===== src/hw/cps_pkg.sv =====
// Package: opcodes, status byte layout and timing for the status unit
package cps_pkg;

  // Full-byte opcodes
  localparam logic [7:0] OP_HALT      = 8'h40;
  localparam logic [7:0] OP_NOP       = 8'hc0;
  localparam logic [7:0] OP_LOAD_SU   = 8'h92;
  localparam logic [7:0] OP_LOAD_SL   = 8'h93;
  localparam logic [7:0] OP_STORE_SU  = 8'h12;
  localparam logic [7:0] OP_STORE_SL  = 8'h13;
  localparam logic [7:0] OP_CLEAR_SU  = 8'h74;
  localparam logic [7:0] OP_CLEAR_SL  = 8'h75;
  localparam logic [7:0] OP_PRESET_SU = 8'h76;
  localparam logic [7:0] OP_PRESET_SL = 8'h77;
  localparam logic [7:0] OP_TEST_SU   = 8'hb4;
  localparam logic [7:0] OP_TEST_SL   = 8'hb5;
  localparam logic [7:0] OP_BXA       = 8'h9f;
  localparam logic [7:0] OP_BSXA      = 8'hbf;

  // Six-bit opcodes (register field in bits 1:0)
  localparam logic [5:0] OP6_TMI   = 6'h3d;
  localparam logic [5:0] OP6_WRITE_CONTROL_PORT  = 6'h2c;
  localparam logic [5:0] OP6_READ_CONTROL_PORT  = 6'h0c;
  localparam logic [5:0] OP6_WRITE_EXTENDED_PORT  = 6'h35;
  localparam logic [5:0] OP6_READ_EXTENDED_PORT  = 6'h15;
  localparam logic [5:0] OP6_COMZ  = 6'h38;
  localparam logic [5:0] OP6_COMI  = 6'h39;
  localparam logic [5:0] OP6_DAR   = 6'h25;
  localparam logic [5:0] OP6_LODZ  = 6'h00;
  localparam logic [5:0] OP6_LODI  = 6'h01;

  // Condition code encodings
  localparam logic [1:0] CC_POS = 2'h1;
  localparam logic [1:0] CC_ZERO = 2'h0;
  localparam logic [1:0] CC_NEG = 2'h2;

  // Upper status byte fields
  localparam int SU_SENSE = 7;
  localparam int SU_FLAG  = 6;
  localparam int SU_II    = 5;
  localparam logic [7:0] SU_WRITABLE = 8'h67;  // Flag, inhibit, stack ptr
  // Lower status byte fields
  localparam int SL_CC_HI = 7;
  localparam int SL_CC_LO = 6;
  localparam int SL_IDC   = 5;
  localparam int SL_RS    = 4;
  localparam int SL_WC    = 3;
  localparam int SL_OVF   = 2;
  localparam int SL_COM   = 1;
  localparam int SL_CARRY = 0;

  localparam logic [7:0] SU_RESET = 8'h00;
  localparam logic [7:0] SL_RESET = 8'h00;
  localparam logic [1:0] INDEX_REG = 2'h3;  // Index for indexed branches

  // Instruction lengths in cycles
  localparam logic [1:0] CYC_TWO   = 2'h2;
  localparam logic [1:0] CYC_THREE = 2'h3;

  // Sequencer states
  typedef enum logic [1:0] {
    ST_FETCH = 2'b00,
    ST_IMM   = 2'b01,
    ST_EXEC  = 2'b10,
    ST_WAIT  = 2'b11
  } cps_state_type;

endpackage : cps_pkg


===== src/hw/cps_cc_gen.sv =====
// Condition code generator for results, compares and masked tests
`timescale 1ns/1ps
`default_nettype none
module cps_cc_gen
  import cps_pkg::*;
(
  // Operands
  input  wire logic [7:0] value_a,
  input  wire logic [7:0] value_b,
  input  wire logic       compare,
  input  wire logic       logical,
  input  wire logic       mask_test,
  // Result
  output logic [1:0]      cc
);

  logic a_gt_b;
  logic all_ones;

  // Logical compare is unsigned, arithmetic compare is two's complement
  always_comb begin
    if (logical) begin
      a_gt_b = value_a > value_b;
    end else begin
      a_gt_b = $signed(value_a) > $signed(value_b);
    end
    all_ones = (value_a & value_b) == value_b;
  end

  // Select the encoding for the operation kind
  always_comb begin
    if (mask_test) begin
      cc = all_ones ? CC_ZERO : CC_NEG;
    end else if (compare) begin
      if (value_a == value_b) begin
        cc = CC_ZERO;
      end else begin
        cc = a_gt_b ? CC_POS : CC_NEG;
      end
    end else if (value_a == 8'h00) begin
      cc = CC_ZERO;
    end else begin
      cc = value_a[7] ? CC_NEG : CC_POS;
    end
  end

endmodule : cps_cc_gen
`default_nettype wire


===== src/hw/cps_status_unit.sv =====
// Program status decode and execution unit for an 8-bit processor
// Overview of operation
// - Opcode 40 is halt, two cycles, then the processor waits.
// - Test under mask immediate, two bytes, three cycles, updates cond code.
// - Masked test gives 00 if all selected bits set, else 10.
// - Load upper/lower status from register, one byte, two cycles.
// - Store upper/lower status into register, cond code from sign.
// - Clear status bits selected by ones in immediate mask.
// - Preset status bits selected by ones in immediate mask.
// - Test status bits selected by immediate mask into cond code.
// - Data and logic results: 01 positive, 00 zero, 10 negative.
// - Decimal adjust leaves the condition code undefined.
// - Indexed absolute branches always use register three.
// - Upper byte: sense, flag, inhibit, two unused, three stack bits.
// - Lower byte: cc high, cc low, idc, bank, wc, ovf, com, carry.
`timescale 1ns/1ps
`default_nettype none
module cps_status_unit
  import cps_pkg::*;
(
  // Clock and reset
  input  wire logic       mclk,
  input  wire logic       rstn,
  // Instruction stream
  input  wire logic       instr_valid,
  input  wire logic [7:0] instr_byte,
  output logic            instr_ready,
  // Register file side
  input  wire logic [7:0] reg_rdata,
  input  wire logic [7:0] reg_zero,
  output logic [1:0]      reg_sel,
  output logic            reg_we,
  output logic [7:0]      reg_wdata,
  // External signals
  input  wire logic       sense_in,
  input  wire logic [7:0] io_rdata,
  output logic            io_wr,
  output logic            io_rd,
  output logic            io_ext,
  output logic [7:0]      io_addr,
  output logic [7:0]      io_wdata,
  output logic            halted,
  // Status bytes
  output logic [7:0]      status_upper_byte,
  output logic [7:0]      status_lower_byte,
  output logic            instr_done
);

  logic rst_meta;
  logic rst_sync;
  cps_state_type state;
  cps_state_type next_state;
  logic [7:0] opcode;
  logic [7:0] next_opcode;
  logic [7:0] imm;
  logic [7:0] next_imm;
  logic [4:0] su_store;
  logic [4:0] next_su_store;
  logic [7:0] sl_store;
  logic [7:0] next_sl_store;
  logic [7:0] su_view;
  logic [7:0] cc_a;
  logic [7:0] cc_b;
  logic       cc_cmp;
  logic       cc_mask;
  logic [1:0] cc_out;
  logic       next_reg_we;
  logic [7:0] next_reg_wdata;
  logic [1:0] next_reg_sel;
  logic       next_io_wr;
  logic       next_io_rd;
  logic       next_io_ext;
  logic [7:0] next_io_addr;
  logic [7:0] next_io_wdata;
  logic       next_done;
  logic       two_byte;

  // Reset release through two flops; assertion is still immediate
  always_ff @(posedge mclk or negedge rstn) begin
    if (!rstn) begin
      rst_meta <= 1'b0;
      rst_sync <= 1'b0;
    end else begin
      rst_meta <= 1'b1;
      rst_sync <= rst_meta;
    end
  end

  // Sense bit follows its pin; unused bits read as zero
  assign su_view = {sense_in, su_store[4:3], 2'b00, su_store[2:0]};
  assign status_upper_byte = su_view;
  assign status_lower_byte = sl_store;
  assign instr_ready = (state == ST_FETCH) || (state == ST_IMM);
  assign halted = (state == ST_WAIT);

  // Immediate follows any of these six-bit or full-byte opcodes
  always_comb begin
    two_byte = (instr_byte[7:2] == OP6_TMI)
            || (instr_byte[7:2] == OP6_WRITE_EXTENDED_PORT)
            || (instr_byte[7:2] == OP6_READ_EXTENDED_PORT)
            || (instr_byte[7:2] == OP6_COMI)
            || (instr_byte[7:2] == OP6_LODI)
            || (instr_byte == OP_CLEAR_SU) || (instr_byte == OP_CLEAR_SL)
            || (instr_byte == OP_PRESET_SU) || (instr_byte == OP_PRESET_SL)
            || (instr_byte == OP_TEST_SU) || (instr_byte == OP_TEST_SL);
  end

  // Condition code source selection
  always_comb begin
    cc_a = reg_rdata;
    cc_b = imm;
    cc_cmp = 1'b0;
    cc_mask = 1'b0;
    if (opcode[7:2] == OP6_TMI) begin
      cc_mask = 1'b1;
    end else if (opcode == OP_TEST_SU) begin
      cc_a = su_view;
      cc_mask = 1'b1;
    end else if (opcode == OP_TEST_SL) begin
      cc_a = sl_store;
      cc_mask = 1'b1;
    end else if (opcode[7:2] == OP6_COMZ) begin
      cc_a = reg_zero;
      cc_b = reg_rdata;
      cc_cmp = 1'b1;
    end else if (opcode[7:2] == OP6_COMI) begin
      cc_cmp = 1'b1;
    end else if (opcode == OP_STORE_SU) begin
      cc_a = su_view;
    end else if (opcode == OP_STORE_SL) begin
      cc_a = sl_store;
    end else if ((opcode[7:2] == OP6_READ_CONTROL_PORT) || (opcode[7:2] == OP6_READ_EXTENDED_PORT)) begin
      cc_a = io_rdata;
    end else if (opcode[7:2] == OP6_LODI) begin
      cc_a = imm;
    end
  end

  cps_cc_gen u_cc (
    .value_a   (cc_a),
    .value_b   (cc_b),
    .compare   (cc_cmp),
    .logical   (sl_store[SL_COM]),
    .mask_test (cc_mask),
    .cc        (cc_out)
  );

  // Sequencer and execution next-state logic
  always_comb begin
    next_state = state;
    next_opcode = opcode;
    next_imm = imm;
    next_su_store = su_store;
    next_sl_store = sl_store;
    next_reg_we = 1'b0;
    next_reg_wdata = reg_wdata;
    next_reg_sel = reg_sel;
    next_io_wr = 1'b0;
    next_io_rd = 1'b0;
    next_io_ext = io_ext;
    next_io_addr = io_addr;
    next_io_wdata = io_wdata;
    next_done = 1'b0;
    case (state)
      ST_FETCH: begin
        if (instr_valid) begin
          next_opcode = instr_byte;
          next_reg_sel = instr_byte[1:0];
          if ((instr_byte == OP_BXA) || (instr_byte == OP_BSXA)) begin
            next_reg_sel = INDEX_REG;
          end
          next_state = two_byte ? ST_IMM : ST_EXEC;
        end
      end
      ST_IMM: begin
        if (instr_valid) begin
          next_imm = instr_byte;
          next_state = ST_EXEC;
        end
      end
      ST_EXEC: begin
        // Status changes, write-backs and I/O all land in the last cycle
        next_state = ST_FETCH;
        next_done = 1'b1;
        case (opcode)
          OP_HALT: next_state = ST_WAIT;
          OP_NOP: next_state = ST_FETCH;
          OP_LOAD_SU: begin
            next_su_store = {reg_rdata[SU_FLAG], reg_rdata[SU_II],
                             reg_rdata[2:0]};
          end
          OP_LOAD_SL: next_sl_store = reg_rdata;
          OP_STORE_SU, OP_STORE_SL: begin
            next_reg_we = 1'b1;
            next_reg_wdata = cc_a;
            next_sl_store[SL_CC_HI:SL_CC_LO] = cc_out;
          end
          OP_CLEAR_SU: begin
            next_su_store = su_store & ~{imm[SU_FLAG], imm[SU_II],
                                         imm[2:0]};
          end
          OP_CLEAR_SL: next_sl_store = sl_store & ~imm;
          OP_PRESET_SU: begin
            next_su_store = su_store | {imm[SU_FLAG], imm[SU_II],
                                        imm[2:0]};
          end
          OP_PRESET_SL: next_sl_store = sl_store | imm;
          OP_TEST_SU, OP_TEST_SL: begin
            next_sl_store[SL_CC_HI:SL_CC_LO] = cc_out;
          end
          default: begin
            if ((opcode[7:2] == OP6_WRITE_CONTROL_PORT) || (opcode[7:2] == OP6_WRITE_EXTENDED_PORT)) begin
              next_io_wr = 1'b1;
              next_io_ext = (opcode[7:2] == OP6_WRITE_EXTENDED_PORT);
              next_io_addr = imm;
              next_io_wdata = reg_rdata;
            end else if ((opcode[7:2] == OP6_READ_CONTROL_PORT)
                      || (opcode[7:2] == OP6_READ_EXTENDED_PORT)) begin
              next_io_rd = 1'b1;
              next_io_ext = (opcode[7:2] == OP6_READ_EXTENDED_PORT);
              next_io_addr = imm;
              next_reg_we = 1'b1;
              next_reg_wdata = io_rdata;
              next_sl_store[SL_CC_HI:SL_CC_LO] = cc_out;
            end else if (opcode[7:2] == OP6_DAR) begin
              // Code left as is; software must not trust it
              next_sl_store = sl_store;
            end else if ((opcode[7:2] == OP6_TMI)
                      || (opcode[7:2] == OP6_COMZ)
                      || (opcode[7:2] == OP6_COMI)
                      || (opcode[7:2] == OP6_LODI)) begin
              next_sl_store[SL_CC_HI:SL_CC_LO] = cc_out;
              if (opcode[7:2] == OP6_LODI) begin
                next_reg_we = 1'b1;
                next_reg_wdata = imm;
              end
            end
          end
        endcase
      end
      ST_WAIT: next_state = ST_WAIT;  // Only reset leaves halt
      default: next_state = ST_FETCH;
    endcase
  end

  // State registers
  always_ff @(posedge mclk or negedge rst_sync) begin
    if (!rst_sync) begin
      state <= ST_FETCH;
      opcode <= OP_NOP;
      imm <= 8'h00;
      su_store <= SU_RESET[4:0];
      sl_store <= SL_RESET;
      reg_we <= 1'b0;
      reg_wdata <= 8'h00;
      reg_sel <= 2'h0;
      io_wr <= 1'b0;
      io_rd <= 1'b0;
      io_ext <= 1'b0;
      io_addr <= 8'h00;
      io_wdata <= 8'h00;
      instr_done <= 1'b0;
    end else begin
      state <= next_state;
      opcode <= next_opcode;
      imm <= next_imm;
      su_store <= next_su_store;
      sl_store <= next_sl_store;
      reg_we <= next_reg_we;
      reg_wdata <= next_reg_wdata;
      reg_sel <= next_reg_sel;
      io_wr <= next_io_wr;
      io_rd <= next_io_rd;
      io_ext <= next_io_ext;
      io_addr <= next_io_addr;
      io_wdata <= next_io_wdata;
      instr_done <= next_done;
    end
  end

endmodule : cps_status_unit
`default_nettype wire


===== config.mk =====
export PLATFORM = sky130hd
export DESIGN_NAME = cps_status_unit
export DESIGN_NICKNAME = d
export VERILOG_FILES = /design/src/hw/cps_pkg.sv /design/src/hw/cps_cc_gen.sv /design/src/hw/cps_status_unit.sv
export SDC_FILE = /design/constraint.sdc
export NUM_CORES = 1
export LEC_CHECK = 0
export ABC_AREA = 1
export BUFFER_PORTS_ARGS = -buffer_cell sky130_fd_sc_hd__buf_4
export CORE_ASPECT_RATIO = 0.9
export CORE_UTILIZATION = 44
export DETAILED_ROUTE_END_ITERATION = 6
export PLACE_DENSITY = 0.66
export SETUP_SLACK_MARGIN = 0.05
export SLEW_MARGIN = 20
export SYNTH_ARGS = -nofsm -noshare
export SYNTH_HDL_FRONTEND = slang
export SYNTH_SLANG_ARGS = --single-unit

===== constraint.sdc =====
create_clock -name mclk -period 2.9 [get_ports mclk]
set_clock_uncertainty 0.2 [all_clocks]
set_input_delay 0.29 -clock mclk [delete_from_list [all_inputs] [get_ports mclk]]
set_output_delay 0.29 -clock mclk [all_outputs]
set_load 0.02 [all_outputs]

## Yosys cells after proc, flatten, opt, wreduce, memory -nomap -nowiden

Cells that the tools add are included.

| storage, ports and cells | value |
|---|---|
| logic and storage cells | 182 |
| bits in read-only memories | 0 |
| memories | 0 |
| memory bits (writable) | 0 |
| flip-flop bits (word level) | 64 |
| bits in latches | 0 |

| cells by class | value |
|---|---|
| div/mod/pow operators | 0 |
| shift operators | 0 |
| mux-type cells | 67 |
| order comparisons | 2 |
| multipliers | 0 |
| add/sub/neg operators | 0 |
| equality and inequality tests | 45 |
| bitwise logic cells | 11 |
| reduce and logical (&&, ||, !) cells | 40 |

Operator list:

| cell | number |
|---|---|
| $mux 8 | 21 |
| $eq 8x7->1 const B | 9 |
| $eq 8x8->1 const B | 9 |
| $eq 6x6->1 const B | 9 |
| $mux 2 | 15 |
| $mux 1 | 25 |
| $pmux 6 s4 | 1 |
| $logic_or 1x1->1 | 17 |
| $and 8x8->8 | 2 |
| $eq 8x5->1 const B | 2 |
| $eq 8x8->1 | 2 |
| $gt 8x8->1 | 2 |
| $pmux 8 s2 | 1 |
| $pmux 5 s3 | 1 |
| $eq 6x1->1 const B | 2 |
| $eq 6x5->1 const B | 2 |
| $reduce_bool 3->1 | 4 |
| $reduce_or 12->1 | 1 |
| $pmux 2 s5 | 1 |
| $reduce_or 10->1 | 1 |
| $reduce_and 3->1 | 3 |
| $reduce_or 9->1 | 1 |
| $logic_not 8->1 | 1 |
| $not 8->8 | 1 |
| other kinds (24) | 32 |

## Logic depth before layout (Yosys ltp)

Gate-level depths: netlist (run 1).

| logic depth | value |
|---|---|
| word-level depth | 21 |
| gate-level depth with buffers | 24 |

## Hierarchy

Synthesis (run 1) repeated with hierarchy kept, for this count alone.

| second synthesis, totals | value |
|---|---|
| cell total of the unflattened synthesis | 632 |
| area, all modules | 4,335.4 um^2 |

Modules (own cells, without submodules):

| module | area each (um^2) | seq. area each (um^2) | instances | cells an instance |
|---|---|---|---|---|
| cps_status_unit | 3,907.5 | 1,604.0 | 1 | 563 |
| cps_cc_gen | 427.9 | 0.0 | 1 | 69 |

## Worst setup path after synthesis (run 1)

No wires, ideal clock.

| timing path | value |
|---|---|
| kind | register -> register |
| start point | register opcode[7] |
| end point | register sl_store[6] (netlist: status_lower_byte[6]) |
| clock period less this slack | 2,985 ps |
| cell stages (with the launch flop) | 22 |
| data required time | 2,623 ps |
| path slack | -85 ps |
| path buffers | 0 |
| setup time | 77 ps |
| arrival | 2,708 ps |
| path through | dfstp_2 inv_2 nor2_4 nand2_1 nor2_4 inv_2 o22ai_1 nor2_1 nand2_1 nand2_1 ha_1 inv_1 nor2_1 nor2_1 nor2_1 a211oi_1 o21ai_0 xor2_1 a21oi_1 nor3_1 nand2_1 a21oi_1 |

| between the ends | value |
|---|---|
| longest elaborated chain between the ends | 21 |
| elaborated cells between the ends (all ways) | 70 |

Ends and longest elaborated chain:

| element | RTL line | source |
|---|---|---|
| from (decl) | cps_status_unit.sv:53 | `logic [7:0] opcode;` |
| from (signal assigned) | cps_status_unit.sv:265 | `opcode <= next_opcode;` |
| $eq 6x1->1 (tied with other cells) | cps_status_unit.sv:134, cps_status_unit.sv:231 |  |
| $mux 8 or $logic_or 1x1->1 (tied branches) | cps_status_unit.sv:134, cps_status_unit.sv:132, cps_status_unit.sv:218 |  |
| $mux 8 | cps_status_unit.sv:132 | `end else if ((opcode[7:2] == OP6_READ_CONTROL_PORT) \|\| (opcode[7:2] == OP6_READ_EXTENDED_PORT)) begin` |
| $mux 8 | cps_status_unit.sv:130 | `end else if (opcode == OP_STORE_SL) begin` |
| $mux 8 | cps_status_unit.sv:128 | `end else if (opcode == OP_STORE_SU) begin` |
| $mux 8 | cps_status_unit.sv:126 | `end else if (opcode[7:2] == OP6_COMI) begin` |
| $mux 8 | cps_status_unit.sv:122 | `end else if (opcode[7:2] == OP6_COMZ) begin` |
| $mux 8 | cps_status_unit.sv:119 | `end else if (opcode == OP_TEST_SL) begin` |
| [5 not listed] | n/a |  |
| $mux 2 | cps_cc_gen.sv:35 | `if (value_a == value_b) begin` |
| $mux 2 | cps_cc_gen.sv:34 | `end else if (compare) begin` |
| $mux 2 | cps_cc_gen.sv:32 | `if (mask_test) begin` |
| $mux 2 | cps_status_unit.sv:228 | `end else if ((opcode[7:2] == OP6_TMI)` |
| $mux 2 | cps_status_unit.sv:225 | `end else if (opcode[7:2] == OP6_DAR) begin` |
| $mux 2 | cps_status_unit.sv:217 | `end else if ((opcode[7:2] == OP6_READ_CONTROL_PORT)` |
| $mux 8 | cps_status_unit.sv:212 | `if ((opcode[7:2] == OP6_WRITE_CONTROL_PORT) \|\| (opcode[7:2] == OP6_WRITE_EXTENDED_PORT)) begin` |
| $pmux 2 s5 | cps_status_unit.sv:185 | `case (opcode)` |
| to (signal assigned) | cps_status_unit.sv:268 | `sl_store <= next_sl_store;` |
| to (decl) | cps_status_unit.sv:59 | `logic [7:0] sl_store;` |

Several ways; a longest one is shown, not always the timed one. The select of a mux whose other input is x is not followed.
A chain may end at the register's enable or synchronous reset.

## Worst setup path after layout (run 1)

| timing path | value |
|---|---|
| start point | register opcode[7] |
| end point | register sl_store[7] (netlist: status_lower_byte[7]) |

Same word-level chain as after synthesis.

==> results.md, run 1 <==
- Run status: complete, but fails checks
- Violated checks: setup timing
- Main area contributors after synthesis: dfrtp_1 (36%), nand2_1 (12%), o21ai_0 (7.9%)
- Seq pwr share: 0.237
- DIE HEIGHT: 96.5 µm
- Synth top cells by count: nand2_1 (145), inv_1 (75), o21ai_0 (69)
- FFs w/ async S/R, synth: 1.00
- Root buffer cell: clkbuf_8
- TritonCTS clock tree: yes
- CP bufs+invs: 6
- Crit end category: flop
- R2r setup slk: -0.47 ns
- Cell Int Power: 3690 µW
- Grt met1 use: 0.489
- Grt total ovfl: 0
- Critical-path cell list: nor2_4 -> buf_6 -> nand2_4 -> nor2_4 -> buf_12 -> buf_6 -> buf_4 -> a21oi_2 -> nand2_1 -> nand4_1 -> nand2_1 -> nand3_2 -> inv_1 -> ha_2 -> a21oi_2 -> nor2_1 -> a211oi_2 -> o21ai_1 -> xor2_1 -> buf_4 -> nor3_2 -> o21ai_1 -> a21oi_1
- Pin slew with the least headroom to its limit: about 0.74 ns
- RSZ-0062 raised after global routing: true
- TritonCTS buffer count: 9
- Synth top area share: 0.355
- Met2 Resource Use GR: 0.524
- Register area share after synthesis: 0.367
- Setup TNS: -0.887 ns
- Leakage: between 0.003 and 0.004 µW
- Req. time, crit path: 2.93 ns
- Gpl congestion: 1.03
- Slew HR: 0.505
- Slowest cell on crit path: dfstp_2
- NetSw: 3110 µW
- # rows: 34
- Post-Synthesis Cell Area: around 0.0044 mm²
- Number of global-route vias before repair: approximately 4900
- Clock Latency Late Sink: 0.35 ns
- Die area: 0.0103 mm²
- PD cells: 1020 mW/mm²
- Final setup vio count: 2
- Power share of the combinational group: 0.633
- Switching portion of total power: 0.457
- DRT antenna net count: 0
- FF+latch count, synth: 64
- Syn_area_per_cell: 7.15 µm²
- Fin. Hold Viols: 0
- Total Nets Final: 876
- Layout Cells excl Fill: 956
- CTS clk-pin slew, worst paths: 0.09 ns
- Worst Path Arrival: 3.40 ns
- Max-cap viol count: 0
- Critical path's top delay family: compound AO/OA/AOI/OAI gates
- Most used DFF post-synth: dfrtp_1
- Clk buf depth: 2
- DIE WIDTH: 107 µm
- Min-delay worst type: input port to flop
- Gr usage total: 0.344
- Core Area: 0.00966 mm²
- Synth warnings: 0
- Synth cell types: 45
- Antenna fix cells: 0
- Vias/cell: 5.42
- Synth Instances: 611
- I/O pin count: 85
- Wire length per cell: 18.0 µm
- EDFF count, synth: 0
- Final Cycle Share: 1.16
- GRT Max-Usage Layer: met2
- Via Count: 5177
- Fin worst setup slack: -0.468 ns
- First DRT Iteration DRCs: ~500
- M3 GR Usage: 0.0630
- Place WS: -0.542 ns
- First-pass GRT wire length: 26100 µm
- Top-count cell post-synth: nand2_1
- Cell type with the highest aggregate area in the netlist: dfrtp_1
- Clock network power share: 0.130
- Critical path class: flop to flop
- Starting density of the core: 0.452
- Tmin final: 3.37 ns
- H-tree Lvls: 3
- Placed Cells: 912
- P&R area growth vs syn: 52.5%
- Pwr Total: about 7000 µW
- Clk sink count: 64
- Fin util: 0.690
- Share of post-route cells with drive strength above 1: 0.406
- Largest net degree at the start of global routing: 63
- First-pass iteration count of the detailed router: 5
- Slew Viols, Final: 0
- Fmax: 297 MHz
- DRC Markers: 0
- Initial antenna violation count: 0
- Buffers on Ports: 82
- CP max stage delay: 0.60 ns
- Critical Path Start Type: flop
- Crit Path Max Fanout: 7
- Total detailed-routing wirelength: around 17000 µm
- Hpwl dp: 13300 µm
- Worst IR Drop VDD: 0.556 mV
-- cell type report --
type,instances,area (µm²)
clock buffers,10,128
clock inverters,6,85.1
fillers,833,3000
inverters,90,345
multi-input cells,440,2590
flip-flops and latches,64,1610
well taps,126,158
repair buffers,220,1740
-- power groups by stage --
| stage | sequential [µW] | clock, µW | combinational (µW) |
|---|---|---|---|
| 2_1_floorplan | 1880 | 0 | 1530 |
| 3_3_place_gp | 1600 | 0 | 3560 |
| 3_5_place_dp | 1610 | 0 | 3590 |
| 4_1_cts | 1610 | 881 | 3790 |
| 5_1_grt | 1660 | 918 | 4660 |
| 6_report | 1610 | 880 | 4310 |
-- layout by cell type (no fill, tap or decap), types with 9 or more instances in the layout --
cell type	n
inv_2	18
buf_4	201
a21oi_1	35
nand2_2	16
inv_1	70
o21ai_0	65
nand3_1	10
dfrtp_1	57
nand2_1	132
clkbuf_8	9
o22ai_1	11
nor2_1	52
buf_6	12
-- cells by family after synthesis --
kind of cell | after synthesis | synth area share
AO/OA/AOI/OAI | 157 | 0.200
XOR/XNOR | 1 | 0.00200
adder cells (fa/ha/maj) | 15 | 0.0430
buffers and inverters | 108 | 0.105
flip-flops | 64 | 0.367
multiplexers | 1 | 0.00258
other | 2 | 0.00172
AND/OR/NAND/NOR | 263 | 0.279
-- worst min-delay path: stages --
cell and delay (ns):
buf_4 0.09, nor2_1 0.03, o21ai_0 0.13
-- through the flow --
stage | hold slack (ns) | cell area (µm²)
after CTS | 0.0339 | 6310
after global placement | -0.128 | 5890
after floorplan | -0.206 | 4400
after global routing | 0.0419 | 6660
final | 0.0240 | 6660
after detailed placement | -0.127 | 5890
-- path summary, 6_finish.rpt --
kind | startpoint | endpoint | cells past startpoint
min | instr_valid | state[0] | 3
max in group asynchronous | rst_sync | opcode[7] | 1
max | opcode[7] | status_lower_byte[7] | 23
max reg2reg | opcode[7] | status_lower_byte[7] | 23
min reg2reg | rst_sync | reg_sel[0] | 1
min in group asynchronous | rstn | rst_meta | 2
-- metal layers --
layer,vias up,share of wire
met1,2428,0.44
met3,38,0.091
li1,2437,-
met2,274,0.43
met5,-,0
met4,0,0.029
-- sequential cells by signal, summed over array words and instances, names as in the netlist --
| name | flops |
|---|---|
| io_rd | 1 |
| su_store | 5 |
| rst_sync | 1 |
| instr_done | 1 |
| reg_wdata | 8 |
| opcode | 8 |
| io_wdata | 8 |
| io_addr | 8 |
| imm | 8 |
| state | 2 |
| reg_we | 1 |
| rst_meta | 1 |
| status_lower_byte | 8 |
| reg_sel | 2 |
| io_wr | 1 |
| io_ext | 1 |
-- timing repair --
item / in CTS / in global routing
hold endpoints to repair: 7 / 0
pin swaps: 18 / 31
buffers inserted: 10 / 14
setup endpoints to repair: 3 / 8
hold buffers: 4 / 0
gates resized for setup: 25 / 51
No activity file was read; power rests on OpenSTA's default activity.
==> run 2: changes to the inputs <==
Settings changed: SYNTH_HIERARCHICAL set to 1.
==> results.md, run 2 <==
- Run status: complete, but fails checks
- Violated checks: DRC, setup timing
- Hold path depth: 3
- Main area contributors after synthesis: dfrtp_1 (36%), nand2_1 (16%), o21ai_0 (8.2%)
- Final setup vio count: 2
- Register area share after synthesis: 0.370
- Final Cycle Share: 1.13
- Top-count cell post-synth: nand2_1
- Tmin final: 3.26 ns
- Leakage: 0.00338 µW
- Gr usage total: 0.345
- EDFF count, synth: 0
- Number of cells on the worst reg-to-reg path: 25
- Largest net degree at the start of global routing: just over 40
- Clk sink count: 64
- CTS clk-pin slew, worst paths: 0.07 ns
- Clk buf depth: 2
- Switching portion of total power: 0.247
- Critical Path Start Type: flop
- Slew HR: 0.639
- Post-synthesis adder-cell area fraction: 0.0433
- Reg area: 0.00161 mm²
- Worst IR Drop VDD: 0.294 mV
- First DRT Iteration DRCs: 413
- Vias/cell: 5.37
- Number of global-route vias before repair: 4810
- Slew Viols, Final: 0
- Commonest cells after routing, fill and taps aside: buf_4 (198), nand2_1 (155), inv_1 (68)
- Fin worst setup slack: -0.363 ns
- Cell Int Power: 1560 µW
- Fin util: 0.711
- Setup TNS: -0.711 ns
- Gpl congestion: 0.985
- P&R area growth vs syn: 53.0%
- Pwr Total: 2070 µW
- Worst Path Arrival: around 3.4 ns
- Min-delay worst type: input port to flop
- Mux contribution to synthesized area: 0.00519
- PD cells: slightly above 300 mW/mm²
- DIE HEIGHT: 96.2 µm
- R2r setup slk: -0.36 ns
- H-tree Lvls: 3
- Post-synthesis simple-gate area fraction: 0.280
- Most used DFF post-synth: dfrtp_1
- HP Start: instr_byte[7]
- Cell type with the highest aggregate area in the netlist: dfrtp_1
- First-pass GRT wire length: 26000 µm
- Crit Path Max Fanout: 5
- Fill cells: 792
- Multi-input logic area: 0.00259 mm²
- FFs w/ async S/R, synth: 1.00
- Syn_area_per_cell: 6.86 µm²
- DRC Markers: 3
- Synth top cells by count: nand2_1 (187), inv_1 (81), o21ai_0 (71)
- # rows: 33
- Wire length per cell: 17.7 µm
- Main combinational cell family by area after synthesis: simple AND/OR/NAND/NOR gates
- Worst Setup SP: opcode[6]
- Fmax: 306 MHz
- Clock Latency Late Sink: 0.36 ns
- Grt total ovfl: 0
- TritonCTS clock tree: yes
- Via Count: 5182
- Post-Synthesis Cell Area: approximately 0.0043 mm²
- Crit end category: flop
- Initial antenna violation count: 0
- RSZ-0062 raised after global routing: true
- Buffers on Ports: between 80 and 90
- Fin. Hold Viols: 0
- Most common cell after layout, fill and taps aside: buf_4
- FF-to-FF Start: opcode[6]
- Core Area: 0.00933 mm²
- Hpwl dp: 12900 µm
- Total Nets Final: 889
- TritonCTS buffer count: 9
- Synth Area in XOR/XNOR: 0
- Root buffer cell: clkbuf_8
- Seq pwr share: 0.432
- I/O pin count: 85
- Pin slew with the least headroom to its limit: between 0.5 and 0.6 ns
- Synth warnings: 6
- Die area: 0.0103 mm²
- NetSw: 512 µW
- DRT antenna net count: 0
- Starting density of the core: 0.465
- Critical path class: flop to flop
- DIE WIDTH: between 100 and 150 µm
- Req. time, crit path: 2.99 ns
- Synth cell types: 40
- Share of post-route cells with drive strength above 1: 0.410
- Power share of the combinational group: 0.099
- Clock network power share: 0.469
- Synth Area in Compound Gates: 0.189
- Total detailed-routing wirelength: 17100 µm
- First-pass iteration count of the detailed router: 7
- Synth top area share: 0.358
- Antenna fix cells: 0
- Max-cap viol count: 0
- FF+latch count, synth: 64
- Synth Instances: 632
-- run 2: kinds of logic (layout without fill, tap and decap cells) --
logic type	after synthesis	count (layout)
buffers and inverters	119	329
AOI/OAI and AO/OA	145	145
and+or+nand+nor	285	285
DFF	64	64
other	2	3
adders and majority gates	15	15
muxes	2	2
-- run 2: final timing paths --
check / endpoint
setup / recovery: status_lower_byte[7]
hold / removal: opcode[7]
setup reg to reg: status_lower_byte[7]
hold reg to reg: status_lower_byte[0]
max in group asynchronous: opcode[1]
min in group asynchronous: rst_sync
-- run 2: routing by layer --
metal	routed length [µm]	part of all wire	up-vias	track usage
li1	-	-	2457	-
met1	7420	0.44	2421	0.460
met2	7590	0.45	258	0.554
met3	1520	0.089	46	0.0664
met4	522	0.031	0	0.136
met5	0	0	-	0
-- run 2: metrics by stage --
stage | hold WS (ns) | std cells | instance area (µm²) | setup WS [ns]
finish | 0.0277 | 965 | 6630 | -0.363
global placement | -0.128 | 917 | 5790 | -0.545
global route | 0.0532 | 965 | 6630 | -0.551
floorplan | -0.206 | 633 | 4400 | -0.128
detailed placement | -0.122 | 917 | 5790 | -0.504
CTS | 0.0311 | 962 | 6540 | -0.258
-- run 2: power by group through the flow --
| stage | clock network [µW] | registers [µW] | logic (µW) |
|---|---|---|---|
| floorplan | 0 | 923 | 66.9 |
| detailed placement | 0 | 912 | 169 |
| CTS | 977 | 894 | 191 |
| global placement | 0 | 911 | 168 |
| global route | 1010 | 894 | 220 |
| finish | 971 | 894 | 205 |
-- run 2: repair_timing --
action                                 4_1_cts  5_1_grt
hold buffers                                 3        0
endpoints found under the hold margin        7        0
cloned                                       2        0
setup buffers                               24        3
pin swaps                                   25       22
setup endpoints to repair                    2        2
gates resized for setup                     80       24
-- run 2: worst max-delay path: stages, from the launching register on --
cell     delay (ns)
dfstp_2        0.58
buf_6          0.12
nor2_4         0.04
buf_6          0.13
nand3_4        0.12
inv_4          0.06
buf_4          0.15
a31oi_2        0.14
nand2_1        0.10
nand2_2        0.10
nand2_1        0.06
nand2_2        0.08
nand2_2        0.07
inv_1          0.11
ha_4           0.23
nand2_4        0.08
a21oi_2        0.04
nor2_2         0.15
nand2_1        0.07
nand2_1        0.08
nand4_1        0.07
a21oi_1        0.16
nand2_1        0.07
nand3_1        0.07
nand2_1        0.05
o21ai_1        0.06
-- run 2: final cells by class --
cell class	count	area share
Multi-Input combinational cell	450	0.391
Timing Repair Buffer	212	0.247
Sequential cell	64	0.242
Inverter	100	0.0587
Tap cell	122	0.0230
Clock buffer	9	0.0187
Clock inverter	7	0.0181
Timing Repair inverter	1	0.00113
==> run 3: changes to the inputs <==
Settings changed: REMOVE_ABC_BUFFERS set to 1.
==> results.md, run 3 (synthesized netlist as in run 2, its figures left out) <==
- Critical Path Start Type: flop
- Final Cycle Share: 1.14
- CP max stage delay: just over 0.6 ns
- Crit end category: flop
- Pwr Total: 1810 µW
- Pin slew with the least headroom to its limit: 0.726 ns
- Fin worst setup slack: -0.403 ns
- Slowest cell on crit path: dfstp_2
- Crit Path Max Fanout: 5
- Initial antenna violation count: 0
- TritonCTS clock tree: yes
- Tmin final: 3.30 ns
- Final Cell Area: roughly 0.0065 mm²
- Area post-placement: 0.00580 mm²
- Slew Viols, Final: 0
- Number of global-route vias before repair: 4899
- Core Area: 0.00933 mm²
- CTS clk-pin slew, worst paths: 0.08 ns
- Commonest cells after routing, fill and taps aside: buf_4 (191), nand2_1 (158), inv_1 (71)
- Starting density of the core: 0.465
- Worst Path Arrival: 3.39 ns
- Run status: complete, but fails checks
- Worst IR Drop VDD: 0.251 mV
- First-pass GRT wire length: 26000 µm
- Die area: 0.0103 mm²
- Clk buf depth: 2
- Met2 Resource Use GR: 0.533
- Share of post-route cells with drive strength above 1: 0.393
- Max-cap viol count: 0
- Violated checks: setup timing
- RSZ-0062 raised after global routing: true
- Hold Slack: 0.0438 ns
- PD cells: 281 mW/mm²
- Total Nets Final: 878
- Fin. Hold Viols: 0
- DRC Markers: 0
- Vias/cell: roughly 5.5
- Critical path class: flop to flop
- Buffers on Ports: 82
- H-tree Lvls: 3
- Fmax: 303 MHz
- Most common cell after layout, fill and taps aside: buf_4
- Wire length per cell: 17.9 µm
- Final setup vio count: 2
- First DRT Iteration DRCs: 466
- Grt met1 use: 0.460
- Worst Setup SP: opcode[6]
- CP most frequent cell: nand2_1
- Hpwl dp: 13000 µm
- TritonCTS buffer count: 9
- Leakage: 0.00328 µW
- R2r setup slk: -0.40 ns
- FF-to-FF Start: opcode[6]
- Antenna fix cells: 0
- First-pass iteration count of the detailed router: 5
- Setup TNS: -0.769 ns
- Via Count: 5226
- Req. time, crit path: between 2 and 3 ns
- Clk sink count: 64
- HP Start: instr_byte[2]
- # rows: 33
- DIE WIDTH: 107 µm
- I/O pin count: 85
- Slew HR: 0.516
- Grt total ovfl: 0
- Clock Latency Late Sink: 0.35 ns
- GRT Max-Usage Layer: met2
- Gpl congestion: 0.987
- Root buffer cell: clkbuf_8
- DIE HEIGHT: 96.2 µm
- Largest net degree at the start of global routing: 33
- Gr usage total: 0.338
- Min-delay worst type: input port to flop
- DRT antenna net count: 0
- M3 GR Usage: 0.0630
- P&R area growth vs syn: 49.1%
- Total detailed-routing wirelength: between 15000 and 20000 µm
## run 3: changes by cell type in the layout (fill, tap and decap cells not counted), sizes merged
cell and change:
buf -11, bufinv -3, clkinvlp +1, clkbuf +2
## run 3: timing repair
item,in CTS,in global routing
setup buffers,7,5
endpoints found under the setup margin,2,2
cloned,1,0
resized for setup,55,62
pin swaps,25,34
hold endpoints to repair,6,0
hold buffers,3,0
## run 3: final cells by class
cell class                      count  area [µm²]
Sequential cell                    64        1610
Clock inverter                      5        33.8
Fill cell                         812        2870
Tap cell                          122         153
Clock buffer                       11         141
Multi-Input combinational cell    450        2570
Timing Repair Buffer              201        1550
Timing Repair inverter              1        7.51
Inverter                          100         395
## run 3: worst max-delay path: cells and delay by family, from the launching register on
kind,cells,cell delay (ns)
AND/OR/NAND/NOR,25,1.74
flip-flops,1,0.62
buffers and inverters,5,0.34
adder cells (fa/ha/maj),1,0.18
AO/OA/AOI/OAI,1,0.13
## run 3: power by group
group / switching, µW / leakage (µW) / total (µW) / internal [µW]
logic: 102 / 0.00250 / 188 / 86.0
clock network: 390 / 0.0000853 / 723 / 333
registers: 8.87 / 0.000690 / 902 / 893
## run 3: path summary, 6_finish.rpt
kind                                         to  depth (start not counted)
min reg2reg                              imm[4]                          0
min                                      imm[2]                          3
max reg2reg                status_lower_byte[6]                         32
max in group asynchronous          reg_wdata[6]                          1
min in group asynchronous              rst_meta                          2
max                        status_lower_byte[6]                         32
## run 3: per-stage QoR
step,setup WS [ns],utilization,instances
detailed placement,-0.401,0.621,922
global route,-0.613,0.693,954
finish,-0.403,0.693,954
global placement,-0.328,0.621,922
CTS,-0.335,0.667,949
floorplan,-0.287,-,614
## run 3: routing by layer
metal  part of all wire  vias to the layer above
li1                   -                     2440
met1               0.43                     2440
met2               0.45                      293
met3              0.092                       53
met4              0.034                        0
met5                  0                        -
